[config.mk]
export PLATFORM = sky130hd
export DESIGN_NAME = multimode_timer
export DESIGN_NICKNAME = d
export VERILOG_FILES = /design/src/shared/timer_pkg.sv /design/src/hw/multimode_timer.sv
export VERILOG_INCLUDE_DIRS = /design/src /design/src/shared
export SDC_FILE = /design/constraint.sdc
export NUM_CORES = 1
export LEC_CHECK = 0
export ABC_AREA = 1
export BUFFER_PORTS_ARGS = -buffer_cell sky130_fd_sc_hd__buf_2
export CAP_MARGIN = 20
export CORE_UTILIZATION = 45
export CTS_CLUSTER_DIAMETER = 120
export CTS_CLUSTER_SIZE = 24
export DETAILED_ROUTE_END_ITERATION = 6
export GPL_TIMING_DRIVEN = 0
export PLACE_DENSITY_LB_ADDON = 0.1
export SLEW_MARGIN = 0
export SYNTH_ARGS = -nofsm -noshare
export SYNTH_HDL_FRONTEND = slang
export SYNTH_SLANG_ARGS = --single-unit
[constraint.sdc]
create_clock -name clock -period 2.45 [get_ports clock]
set_clock_uncertainty 0.1 [all_clocks]
set_input_delay 0.49 -clock clock [delete_from_list [all_inputs] [get_ports clock]]
set_output_delay 0.49 -clock clock [all_outputs]
set_load 0.03 [all_outputs]
[src/shared/timer_consts.svh]
`ifndef TIMER_CONSTS_SVH
`define TIMER_CONSTS_SVH

// ----------------------------------------------------------------------------
// Sizes
// ----------------------------------------------------------------------------
`define TMR_NUM_A            2
`define TMR_NUM_B            3
`define TMR_NUM_ALL          5
`define TMR_B_MAIN_OSCILLATOR_DIV32_CLOCK_INDEX     2

// ----------------------------------------------------------------------------
// Register offsets
// ----------------------------------------------------------------------------
`define TMR_ADDR_COUNT_START 8'h00
`define TMR_ADDR_ONESHOT_TRG 8'h01
`define TMR_ADDR_CLK_DIV     8'h02
`define TMR_ADDR_IRQ_FLAGS   8'h03
`define TMR_ADDR_MAIN_OSCILLATOR_DIV32_CLOCK_SEL    8'h04
`define TMR_ADDR_A_BASE      8'h10
`define TMR_ADDR_B_BASE      8'h20

// ----------------------------------------------------------------------------
// Mode register fields
// ----------------------------------------------------------------------------
`define TMR_A_ONESHOT_CODE   3'h6
`define TMR_A_PWM_CODE       3'h7
`define TMR_A_EDGE_BIT       3
`define TMR_A_EXT_BIT        4
`define TMR_A_PWM8_BIT       5
`define TMR_B_INTERVAL_CODE  2'h0
`define TMR_B_EVENT_CODE     2'h1
`define TMR_B_EDGE_FALL      2'h0
`define TMR_B_EDGE_RISE      2'h1
`define TMR_B_EDGE_BOTH      2'h2

// ----------------------------------------------------------------------------
// Reset values and timing counts
// ----------------------------------------------------------------------------
`define TMR_MODE_RESET       8'h00
`define TMR_DIV_RESET        2'h0
`define TMR_DIV_FORBIDDEN    2'h3
`define TMR_PWM16_LAST       16'hfffe
`define TMR_PWM8_LAST        16'h00fe
`define TMR_MAIN_OSCILLATOR_DIV32_CLOCK_MASK        12'h01f

`endif

[src/shared/timer_pkg.sv]
package timer_pkg;

    typedef enum logic [1:0] {
        A_IDLE,
        A_ONESHOT,
        A_PWM
    } a_kind_t;

    typedef struct packed {
        logic        run;
        logic        out;
        logic [15:0] cnt;
        logic [15:0] rel;
        logic [15:0] per;
        logic [7:0]  pre;
    } timer_a_state_t;

    typedef struct packed {
        logic [15:0] cnt;
        logic [15:0] rel;
    } timer_b_state_t;

endpackage

[src/hw/multimode_timer.sv]
// The implementer's own choices: the register offsets and the strobed register port.

`timescale 1ns/1ps
`include "timer_consts.svh"

module multimode_timer (
    input  wire logic                      clock,
    input  wire logic                      rst_b,
    input  wire logic [7:0]                addr,
    input  wire logic [15:0]               wdata,
    input  wire logic                      wr_en,
    input  wire logic                      rd_en,
    output logic      [15:0]               rdata,
    input  wire logic [`TMR_NUM_A-1:0]     group_a_trigger_input_pin,
    output logic      [`TMR_NUM_A-1:0]     group_a_pulse_output_pin,
    input  wire logic [`TMR_NUM_B-1:0]     group_b_event_input_pin,
    output logic      [`TMR_NUM_ALL-1:0]   irq_request
);

    // ------------------------------------------------------------------------
    // Count source prescaler
    // ------------------------------------------------------------------------
    logic [11:0] div_cnt_q;
    logic [11:0] div_cnt_d;
    logic [5:0]  ticks;
    logic        main_oscillator_div32_clock;

    always_comb begin
        div_cnt_d = div_cnt_q + 12'h001;
    end

    always_ff @(posedge clock) begin
        if (!rst_b) begin
            div_cnt_q <= 12'h000;
        end else begin
            div_cnt_q <= div_cnt_d;
        end
    end

    // Ticks in order f1, f2, f16, f64, f512, f4096 of the system clock.
    assign ticks[0] = 1'b1;
    assign ticks[1] = div_cnt_q[0];
    assign ticks[2] = &div_cnt_q[3:0];
    assign ticks[3] = &div_cnt_q[5:0];
    assign ticks[4] = &div_cnt_q[8:0];
    assign ticks[5] = &div_cnt_q[11:0];
    // The oscillator is taken to be the system clock itself.
    assign main_oscillator_div32_clock = (div_cnt_q & `TMR_MAIN_OSCILLATOR_DIV32_CLOCK_MASK) == `TMR_MAIN_OSCILLATOR_DIV32_CLOCK_MASK;

    // A forbidden division setting stops the count rather than guessing a rate.
    function automatic logic pick_tick(input logic [1:0] div, input logic [1:0] sel, input logic [5:0] t);
        logic r;
        r = 1'b0;
        if (div != `TMR_DIV_FORBIDDEN) begin
            case (sel)
                2'h0: r = (div == 2'h0) ? t[1] : t[0];
                2'h1: r = (div == 2'h2) ? t[3] : t[2];
                2'h2: r = (div == 2'h2) ? t[4] : t[3];
                default: r = (div == 2'h0) ? t[4] : t[5];
            endcase
        end
        return r;
    endfunction

    // ------------------------------------------------------------------------
    // Pin synchronisers
    // ------------------------------------------------------------------------
    logic [`TMR_NUM_A-1:0] trg_s1_q;
    logic [`TMR_NUM_A-1:0] trg_s2_q;
    logic [`TMR_NUM_A-1:0] trg_old_q;
    logic [`TMR_NUM_B-1:0] evt_s1_q;
    logic [`TMR_NUM_B-1:0] evt_s2_q;
    logic [`TMR_NUM_B-1:0] evt_old_q;

    always_ff @(posedge clock) begin
        if (!rst_b) begin
            trg_s1_q  <= '0;
            trg_s2_q  <= '0;
            trg_old_q <= '0;
            evt_s1_q  <= '0;
            evt_s2_q  <= '0;
            evt_old_q <= '0;
        end else begin
            trg_s1_q  <= group_a_trigger_input_pin;
            trg_s2_q  <= trg_s1_q;
            trg_old_q <= trg_s2_q;
            evt_s1_q  <= group_b_event_input_pin;
            evt_s2_q  <= evt_s1_q;
            evt_old_q <= evt_s2_q;
        end
    end

    // ------------------------------------------------------------------------
    // Register file
    // ------------------------------------------------------------------------
    logic [`TMR_NUM_ALL-1:0] cs_q;
    logic [`TMR_NUM_ALL-1:0] cs_d;
    logic [1:0]              div_q;
    logic [1:0]              div_d;
    logic                    main_oscillator_div32_clock_q;
    logic                    main_oscillator_div32_clock_d;
    logic [`TMR_NUM_ALL-1:0] flags_q;
    logic [`TMR_NUM_ALL-1:0] flags_d;
    logic [15:0]             rdata_q;
    logic [15:0]             rdata_d;
    logic [7:0]              mode_a_q [`TMR_NUM_A];
    logic [7:0]              mode_a_d [`TMR_NUM_A];
    logic [7:0]              mode_b_q [`TMR_NUM_B];
    logic [7:0]              mode_b_d [`TMR_NUM_B];
    logic [`TMR_NUM_ALL-1:0] set_vec;
    timer_pkg::timer_a_state_t a_q [`TMR_NUM_A];
    timer_pkg::timer_a_state_t a_d [`TMR_NUM_A];
    timer_pkg::timer_b_state_t b_q [`TMR_NUM_B];
    timer_pkg::timer_b_state_t b_d [`TMR_NUM_B];

    always_comb begin
        cs_d     = cs_q;
        div_d    = div_q;
        main_oscillator_div32_clock_d   = main_oscillator_div32_clock_q;
        flags_d  = flags_q;
        rdata_d  = 16'h0000;
        mode_a_d = mode_a_q;
        mode_b_d = mode_b_q;
        if (wr_en) begin
            case (addr)
                `TMR_ADDR_COUNT_START: cs_d = wdata[`TMR_NUM_ALL-1:0];
                `TMR_ADDR_CLK_DIV:     div_d = wdata[1:0];
                `TMR_ADDR_MAIN_OSCILLATOR_DIV32_CLOCK_SEL:    main_oscillator_div32_clock_d = wdata[0];
                `TMR_ADDR_IRQ_FLAGS:   flags_d = flags_q & ~wdata[`TMR_NUM_ALL-1:0];
                default: ;
            endcase
            for (int i = 0; i < `TMR_NUM_A; i++) begin
                if (addr == 8'(`TMR_ADDR_A_BASE + 2 * i)) begin
                    mode_a_d[i] = wdata[7:0];
                end
            end
            for (int j = 0; j < `TMR_NUM_B; j++) begin
                if (addr == 8'(`TMR_ADDR_B_BASE + 2 * j)) begin
                    mode_b_d[j] = wdata[7:0];
                end
            end
        end
        // A hardware event in the clearing cycle is kept.
        flags_d = flags_d | set_vec;
        if (rd_en) begin
            case (addr)
                `TMR_ADDR_COUNT_START: rdata_d = {11'h000, cs_q};
                `TMR_ADDR_CLK_DIV:     rdata_d = {14'h0000, div_q};
                `TMR_ADDR_MAIN_OSCILLATOR_DIV32_CLOCK_SEL:    rdata_d = {15'h0000, main_oscillator_div32_clock_q};
                `TMR_ADDR_IRQ_FLAGS:   rdata_d = {11'h000, flags_q};
                default: ;
            endcase
            for (int i = 0; i < `TMR_NUM_A; i++) begin
                if (addr == 8'(`TMR_ADDR_A_BASE + 2 * i)) begin
                    rdata_d = {8'h00, mode_a_q[i]};
                end
                if (addr == 8'(`TMR_ADDR_A_BASE + 2 * i + 1)) begin
                    rdata_d = a_q[i].rel;
                end
            end
            for (int j = 0; j < `TMR_NUM_B; j++) begin
                if (addr == 8'(`TMR_ADDR_B_BASE + 2 * j)) begin
                    rdata_d = {8'h00, mode_b_q[j]};
                end
                if (addr == 8'(`TMR_ADDR_B_BASE + 2 * j + 1)) begin
                    rdata_d = b_q[j].cnt;
                end
            end
        end
    end

    always_ff @(posedge clock) begin
        if (!rst_b) begin
            cs_q    <= '0;
            div_q   <= `TMR_DIV_RESET;
            main_oscillator_div32_clock_q  <= 1'b0;
            flags_q <= '0;
            rdata_q <= 16'h0000;
            for (int i = 0; i < `TMR_NUM_A; i++) begin
                mode_a_q[i] <= `TMR_MODE_RESET;
            end
            for (int j = 0; j < `TMR_NUM_B; j++) begin
                mode_b_q[j] <= `TMR_MODE_RESET;
            end
        end else begin
            cs_q     <= cs_d;
            div_q    <= div_d;
            main_oscillator_div32_clock_q   <= main_oscillator_div32_clock_d;
            flags_q  <= flags_d;
            rdata_q  <= rdata_d;
            mode_a_q <= mode_a_d;
            mode_b_q <= mode_b_d;
        end
    end

    assign rdata       = rdata_q;
    assign irq_request = flags_q;

    // ------------------------------------------------------------------------
    // Group A timers
    // ------------------------------------------------------------------------
    generate
        for (genvar i = 0; i < `TMR_NUM_A; i++) begin : g_a
            timer_pkg::a_kind_t kind;
            logic               tick;
            logic               ext_edge;
            logic               sw_trig;
            logic               wr_hit;
            logic               step;
            logic [15:0]        last;
            logic [15:0]        width;
            logic [15:0]        per_inc;

            always_comb begin
                kind     = timer_pkg::A_IDLE;
                set_vec[i] = 1'b0;
                a_d[i]   = a_q[i];
                tick     = pick_tick(div_q, mode_a_q[i][7:6], ticks);
                ext_edge = mode_a_q[i][`TMR_A_EDGE_BIT] ? (trg_s2_q[i] & ~trg_old_q[i])
                                                        : (~trg_s2_q[i] & trg_old_q[i]);
                sw_trig  = wr_en && addr == `TMR_ADDR_ONESHOT_TRG && wdata[i];
                wr_hit   = wr_en && addr == 8'(`TMR_ADDR_A_BASE + 2 * i + 1);
                last     = mode_a_q[i][`TMR_A_PWM8_BIT] ? `TMR_PWM8_LAST : `TMR_PWM16_LAST;
                width    = mode_a_q[i][`TMR_A_PWM8_BIT] ? {8'h00, a_q[i].rel[15:8]} : a_q[i].rel;
                per_inc  = a_q[i].per + 16'h0001;
                step     = tick;
                if (mode_a_q[i][2:0] == `TMR_A_ONESHOT_CODE && !mode_a_q[i][`TMR_A_PWM8_BIT]) begin
                    kind = timer_pkg::A_ONESHOT;
                end else if (mode_a_q[i][2:0] == `TMR_A_PWM_CODE) begin
                    kind = timer_pkg::A_PWM;
                end
                case (kind)
                    timer_pkg::A_ONESHOT: begin
                        if (!cs_q[i]) begin
                            a_d[i].run = 1'b0;
                            a_d[i].out = 1'b0;
                        end else if (mode_a_q[i][`TMR_A_EXT_BIT] ? ext_edge : sw_trig) begin
                            if (a_q[i].run) begin
                                a_d[i].cnt = a_q[i].rel;
                            end else if (a_q[i].cnt != 16'h0000) begin
                                a_d[i].run = 1'b1;
                                a_d[i].out = 1'b1;
                            end
                        end else if (a_q[i].run && tick) begin
                            if (a_q[i].cnt == 16'h0001) begin
                                a_d[i].run = 1'b0;
                                a_d[i].out = 1'b0;
                                a_d[i].cnt = a_q[i].rel;
                                set_vec[i] = 1'b1;
                            end else begin
                                a_d[i].cnt = a_q[i].cnt - 16'h0001;
                            end
                        end
                    end
                    timer_pkg::A_PWM: begin
                        if (mode_a_q[i][`TMR_A_PWM8_BIT] && tick) begin
                            // Low byte prescaler ticks the modulator every n+1 source cycles.
                            step = a_q[i].pre == 8'h00;
                            a_d[i].pre = step ? a_q[i].rel[7:0] : a_q[i].pre - 8'h01;
                        end else if (mode_a_q[i][`TMR_A_PWM8_BIT]) begin
                            step = 1'b0;
                        end
                        if (!cs_q[i]) begin
                            a_d[i].run = 1'b0;
                            a_d[i].out = 1'b0;
                        end else if (!a_q[i].run) begin
                            if (!mode_a_q[i][`TMR_A_EXT_BIT] || ext_edge) begin
                                a_d[i].run = 1'b1;
                                a_d[i].per = 16'h0000;
                                a_d[i].pre = a_q[i].rel[7:0];
                                a_d[i].cnt = width;
                                a_d[i].out = width != 16'h0000;
                            end
                        end else if (step) begin
                            if (a_q[i].per == last) begin
                                a_d[i].per = 16'h0000;
                                a_d[i].cnt = width;
                                a_d[i].out = width != 16'h0000;
                            end else begin
                                a_d[i].per = per_inc;
                                a_d[i].out = per_inc < a_q[i].cnt;
                            end
                            set_vec[i] = a_q[i].out && !a_d[i].out;
                        end
                    end
                    default: begin
                        a_d[i].run = 1'b0;
                        a_d[i].out = 1'b0;
                    end
                endcase
                if (wr_hit) begin
                    a_d[i].rel = wdata;
                    if (!a_q[i].run) begin
                        a_d[i].cnt = wdata;
                    end
                end
            end

            always_ff @(posedge clock) begin
                if (!rst_b) begin
                    a_q[i] <= '0;
                end else begin
                    a_q[i] <= a_d[i];
                end
            end

            assign group_a_pulse_output_pin[i] = a_q[i].out;
        end
    endgenerate

    // ------------------------------------------------------------------------
    // Group B timers
    // ------------------------------------------------------------------------
    generate
        for (genvar j = 0; j < `TMR_NUM_B; j++) begin : g_b
            logic evt;
            logic count;
            logic wr_hit;

            always_comb begin
                b_d[j] = b_q[j];
                set_vec[`TMR_NUM_A + j] = 1'b0;
                wr_hit = wr_en && addr == 8'(`TMR_ADDR_B_BASE + 2 * j + 1);
                case (mode_b_q[j][3:2])
                    `TMR_B_EDGE_FALL: evt = ~evt_s2_q[j] & evt_old_q[j];
                    `TMR_B_EDGE_RISE: evt = evt_s2_q[j] & ~evt_old_q[j];
                    `TMR_B_EDGE_BOTH: evt = evt_s2_q[j] ^ evt_old_q[j];
                    default:          evt = 1'b0;
                endcase
                if (j == `TMR_B_MAIN_OSCILLATOR_DIV32_CLOCK_INDEX && main_oscillator_div32_clock_q) begin
                    evt = main_oscillator_div32_clock;
                end
                case (mode_b_q[j][1:0])
                    `TMR_B_INTERVAL_CODE: count = pick_tick(div_q, mode_b_q[j][7:6], ticks);
                    `TMR_B_EVENT_CODE:    count = evt;
                    default:              count = 1'b0;
                endcase
                if (cs_q[`TMR_NUM_A + j] && count) begin
                    if (b_q[j].cnt == 16'h0000) begin
                        b_d[j].cnt = b_q[j].rel;
                        set_vec[`TMR_NUM_A + j] = 1'b1;
                    end else begin
                        b_d[j].cnt = b_q[j].cnt - 16'h0001;
                    end
                end
                if (wr_hit) begin
                    b_d[j].rel = wdata;
                    if (!cs_q[`TMR_NUM_A + j]) begin
                        b_d[j].cnt = wdata;
                    end
                end
            end

            always_ff @(posedge clock) begin
                if (!rst_b) begin
                    b_q[j] <= '0;
                end else begin
                    b_q[j] <= b_d[j];
                end
            end
        end
    endgenerate

endmodule

==> impl_metrics.csv <==
group,metric,value,unit
outcome,status,"finished with violations",
outcome,failed_checks,"design-rule violations, negative setup slack",
drt,drt_iter0_drc,2980,
hold_path,hold_path_depth,3,
worst_setup_path,r2r-start,"a_q[1][12]$_SDFFE_PN0P_",
logic_synthesis,yosysWarningCount,0,
cts,htree_levels,1,
pwr,p_per_area,360.5,nW/um^2
pwr,p_int,6.652,mW
pwr,peakVddDrop,647.4,uV
global_routing,grt_max_degree,25,
timing,rsz0062_at_grt,"yes",
drt,via_count,26020,
drt,antenna_left,0,
logic_synthesis,synth_cell_type_count,53,
worst_setup_path,start_kind,"register",
drt,viasPerCell,5.974,
floorplanning,die_height,220.9,um
hold_path,min_to,"rdata[14]$_SDFF_PN0_",
worst_setup_path,r2r_cells,18,
timing,slew_headroom,20.02,%
placed_design,post-place-ws,-1164,ps
floorplanning,die_w,220.9,um
final_layout,drive_above_1_share,15.56,%
logic_synthesis,netlist.area_leader.share,28.60,%
timing,clock.fmax,0.3483,GHz
worst_setup_path,crit_required,2880,ps
pwr,switching_share,28.56,%
worst_setup_path,path_max_fanout,3,
cts,cts_tree,"built",
placed_design,gp_congestion,1.010,
global_routing,antenna_found_initial,3,
worst_setup_path,r2r_end,"irq_request[1]$_SDFF_PN0_",
logic_synthesis,synth_ff_type,"dfxtp_1",
worst_setup_path,cp.arrival,3300,ps
logic_synthesis,ys_seq_area_share,28.60,%
final_layout,syn_to_final_growth,19.80,%
hold_path,worstHoldPathType,"input pin to register",
worst_setup_path,worstSetupEndpointType,"register",
placed_design,hpwl,74350,um
drt,drc_errors,2,
pwr,p_sw,2.659,mW
worst_setup_path,path_class,"register to register",
floorplanning,die_area,48780,sq um
final_layout,final_cell_area,25830,sq um
hold_path,min_from,"rd_en",
logic_synthesis,syn_inst,3571,
global_routing,grt_first_pass_wirelength,146000,um
logic_synthesis,netlist_area,21560,sq um
timing,whs,45.45,ps
drt,first_pass_iters,7,
worst_setup_path,startpoint,"a_q[1][12]$_SDFFE_PN0P_",
cts,clock-sinks,308,
logic_synthesis,synth.area.top_cells,"dfxtp_1 29%, nand2_1 19%, o21ai_0 7.3%",
logic_synthesis,async_flop_share,0,%
timing,timing.final.crit_share,117.2,%
worst_setup_path,critical_path.cell_chain,"nand2_2, inv_2, nand3_2, nand3b_1, nor3_4, nand3_2, xor2_2, ha_4, nand2_2, inv_2, nand3_2, nor3_2, nand2_1, nand2_2, nand2_2, a21oi_2, o21ai_2, a21oi_1",
worst_setup_path,ff2ff_setup_slack,-420,ps
floorplanning,io_pins,56,
pwr,leakage,11.69,nW
timing,fin_ws,-421.0,ps
pwr,seqPwrFrac,54.2,%
pwr,p_comb_share,8.7,%
logic_synthesis,synth_edf_count,0,
placed_design,dpl-instance-area,22710,sq um
logic_synthesis,synth_top_cell_by_area,"dfxtp_1",
cts,clk_pin_slew_worst_paths,110,ps
drt,wirelength,99540,um
job,drv_cap,0,
timing,worst_pin_slew,1200,ps
worst_setup_path,crit_top_cell,"nand2_2",
floorplanning,core_area,46850,sq um
floorplanning,start_util,46.01,%
placed_design,port_buffers,55,
worst_setup_path,slowest_stage,"dfxtp_2",
floorplanning,rows,79,
cts,cts_buffers,18,
logic_synthesis,syn_avg_cell_area,6.037,sq um
pwr,clkPwrFrac,37.2,%
global_routing,grt_pass1_vias,23830,
cts,cts_root_buf,"clkbuf_16",
timing,period_needed,2871,ps
drt,wire_per_inst,22.86,um
cts,ctsLongestPathBuffers,3,
timing,drv_slew,0,
cts,clock_latency,610,ps
final_layout,nets,3832,
timing,finalSetupViolations,137,
worst_setup_path,slowest_delay,360,ps
timing,hold_viol,0,
global_routing,grt-ovfl-total,0,
logic_synthesis,synth_fp_nets,3659,
global_routing,grt_use_total,38.82,%
logic_synthesis,synth_seq_cells,308,
worst max path at each step:
stage	endpoint	cells after the start
floorplan	a_q[1][15]$_SDFFE_PN0P_	17
global placement	a_q[1][54]$_SDFF_PN0_	14
detailed placement	a_q[1][54]$_SDFF_PN0_	14
CTS	a_q[0][42]$_SDFF_PN0_	24
global route	irq_request[1]$_SDFF_PN0_	18
finish	irq_request[1]$_SDFF_PN0_	18
critical path, delay by kind of cell (launching register included):
kind / cells / cell delay, ps
simple gates: 11 / 1310
compound gates: 3 / 440
flops: 1 / 360
fa+ha+maj: 1 / 280
xor+xnor: 1 / 180
buf+inv: 2 / 120
registers in the layout, summed over array words and instances, names as in the netlist, 2 cells and up:
register and flops:
a_q 116, b_q 96, cs_q 5, div_cnt_q 12, div_q 2, evt_old_q 3, evt_s1_q 3, evt_s2_q 3
irq_request 5, mode_a_q 16, mode_b_q 24, rdata 16, trg_old_q 2, trg_s1_q 2, trg_s2_q 2
timing repair:
action / 4_1_cts / 5_1_grt
endpoints found under the hold margin: 5 / 0
pin swaps: 88 / 129
gates resized for setup: 253 / 281
cloned: 12 / 0
hold buffers: 5 / 0
endpoints found under the setup margin: 148 / 163
setup buffers: 67 / 23
power by group through the flow:
stage	clock network (mW)	logic (mW)	registers (mW)
2_1_floorplan	0	0.371	5.15
3_3_place_gp	0	0.659	5.16
3_5_place_dp	0	0.669	5.16
4_1_cts	3.47	0.762	5.05
5_1_grt	3.64	0.844	5.05
6_report	3.46	0.806	5.04
synthesized netlist by cell type, types with 12 or more instances:
master,instances
nand3_1,225
dfxtp_1,308
inv_1,406
o21ai_1,23
a21oi_1,305
o211ai_1,40
xor2_1,50
ha_1,55
nand2_1,1065
clkbuf_1,122
nand2_2,16
buf_1,12
nor2_1,272
o21a_1,13
nor3_1,41
xnor2_1,15
o21ai_0,313
buf_2,21
a31oi_1,25
a22oi_1,24
nand4_1,67
final cells by class:
class,instances,area [sq um]
diodes,1,2.502
plain buffers,157,845.8
clock buffers,18,450.4
clock inverters,5,98.84
fillers,4698,21030
inverters,426,1643
multi-input cells,2677,14490
flip-flops and latches,308,6200
well taps,607,759.5
repair buffers,155,1324
repair inverters,1,8.758
metrics by stage:
stage,TNS [ps],util [%],power [mW],instances
2_1_floorplan,-650.6,-,5.525,3571
3_3_place_gp,-99650,48.43,5.822,4233
3_5_place_dp,-107690,48.46,5.833,4234
4_1_cts,-42080,52.90,9.282,4341
5_1_grt,-52280,55.12,9.533,4355
6_report,-35200,55.12,9.311,4355
cell families after synthesis:
family | after synthesis | synth area share (%)
AOI/OAI and AO/OA | 816 | 21.12
buffers and inverters | 586 | 10.43
adders and majority gates | 55 | 3.192
xor gates and xnor gates | 65 | 2.641
and+or+nand+nor | 1741 | 34.02
DFF | 308 | 28.60
layer usage:
metal / vias to the layer above / GRT usage, % / wire length (um)
li1: 12070 / - / -
met5: - / 0 / 11
met4: 2 / 19.67 / 5816
met2: 1380 / 61.34 / 43510
met3: 285 / 5.935 / 9057
met1: 12280 / 51.37 / 41140
cell usage in the layout, fill, tap and decap left out, types with 70 or more instances in the layout:
master and n:
dfxtp_1 293, a21oi_1 263, buf_2 70, clkbuf_1 99, inv_1 392, nor2_1 253
nand2_2 73, o21ai_0 258, nand3_1 177, nand2_1 983
Power figures use the tool's default switching activity.
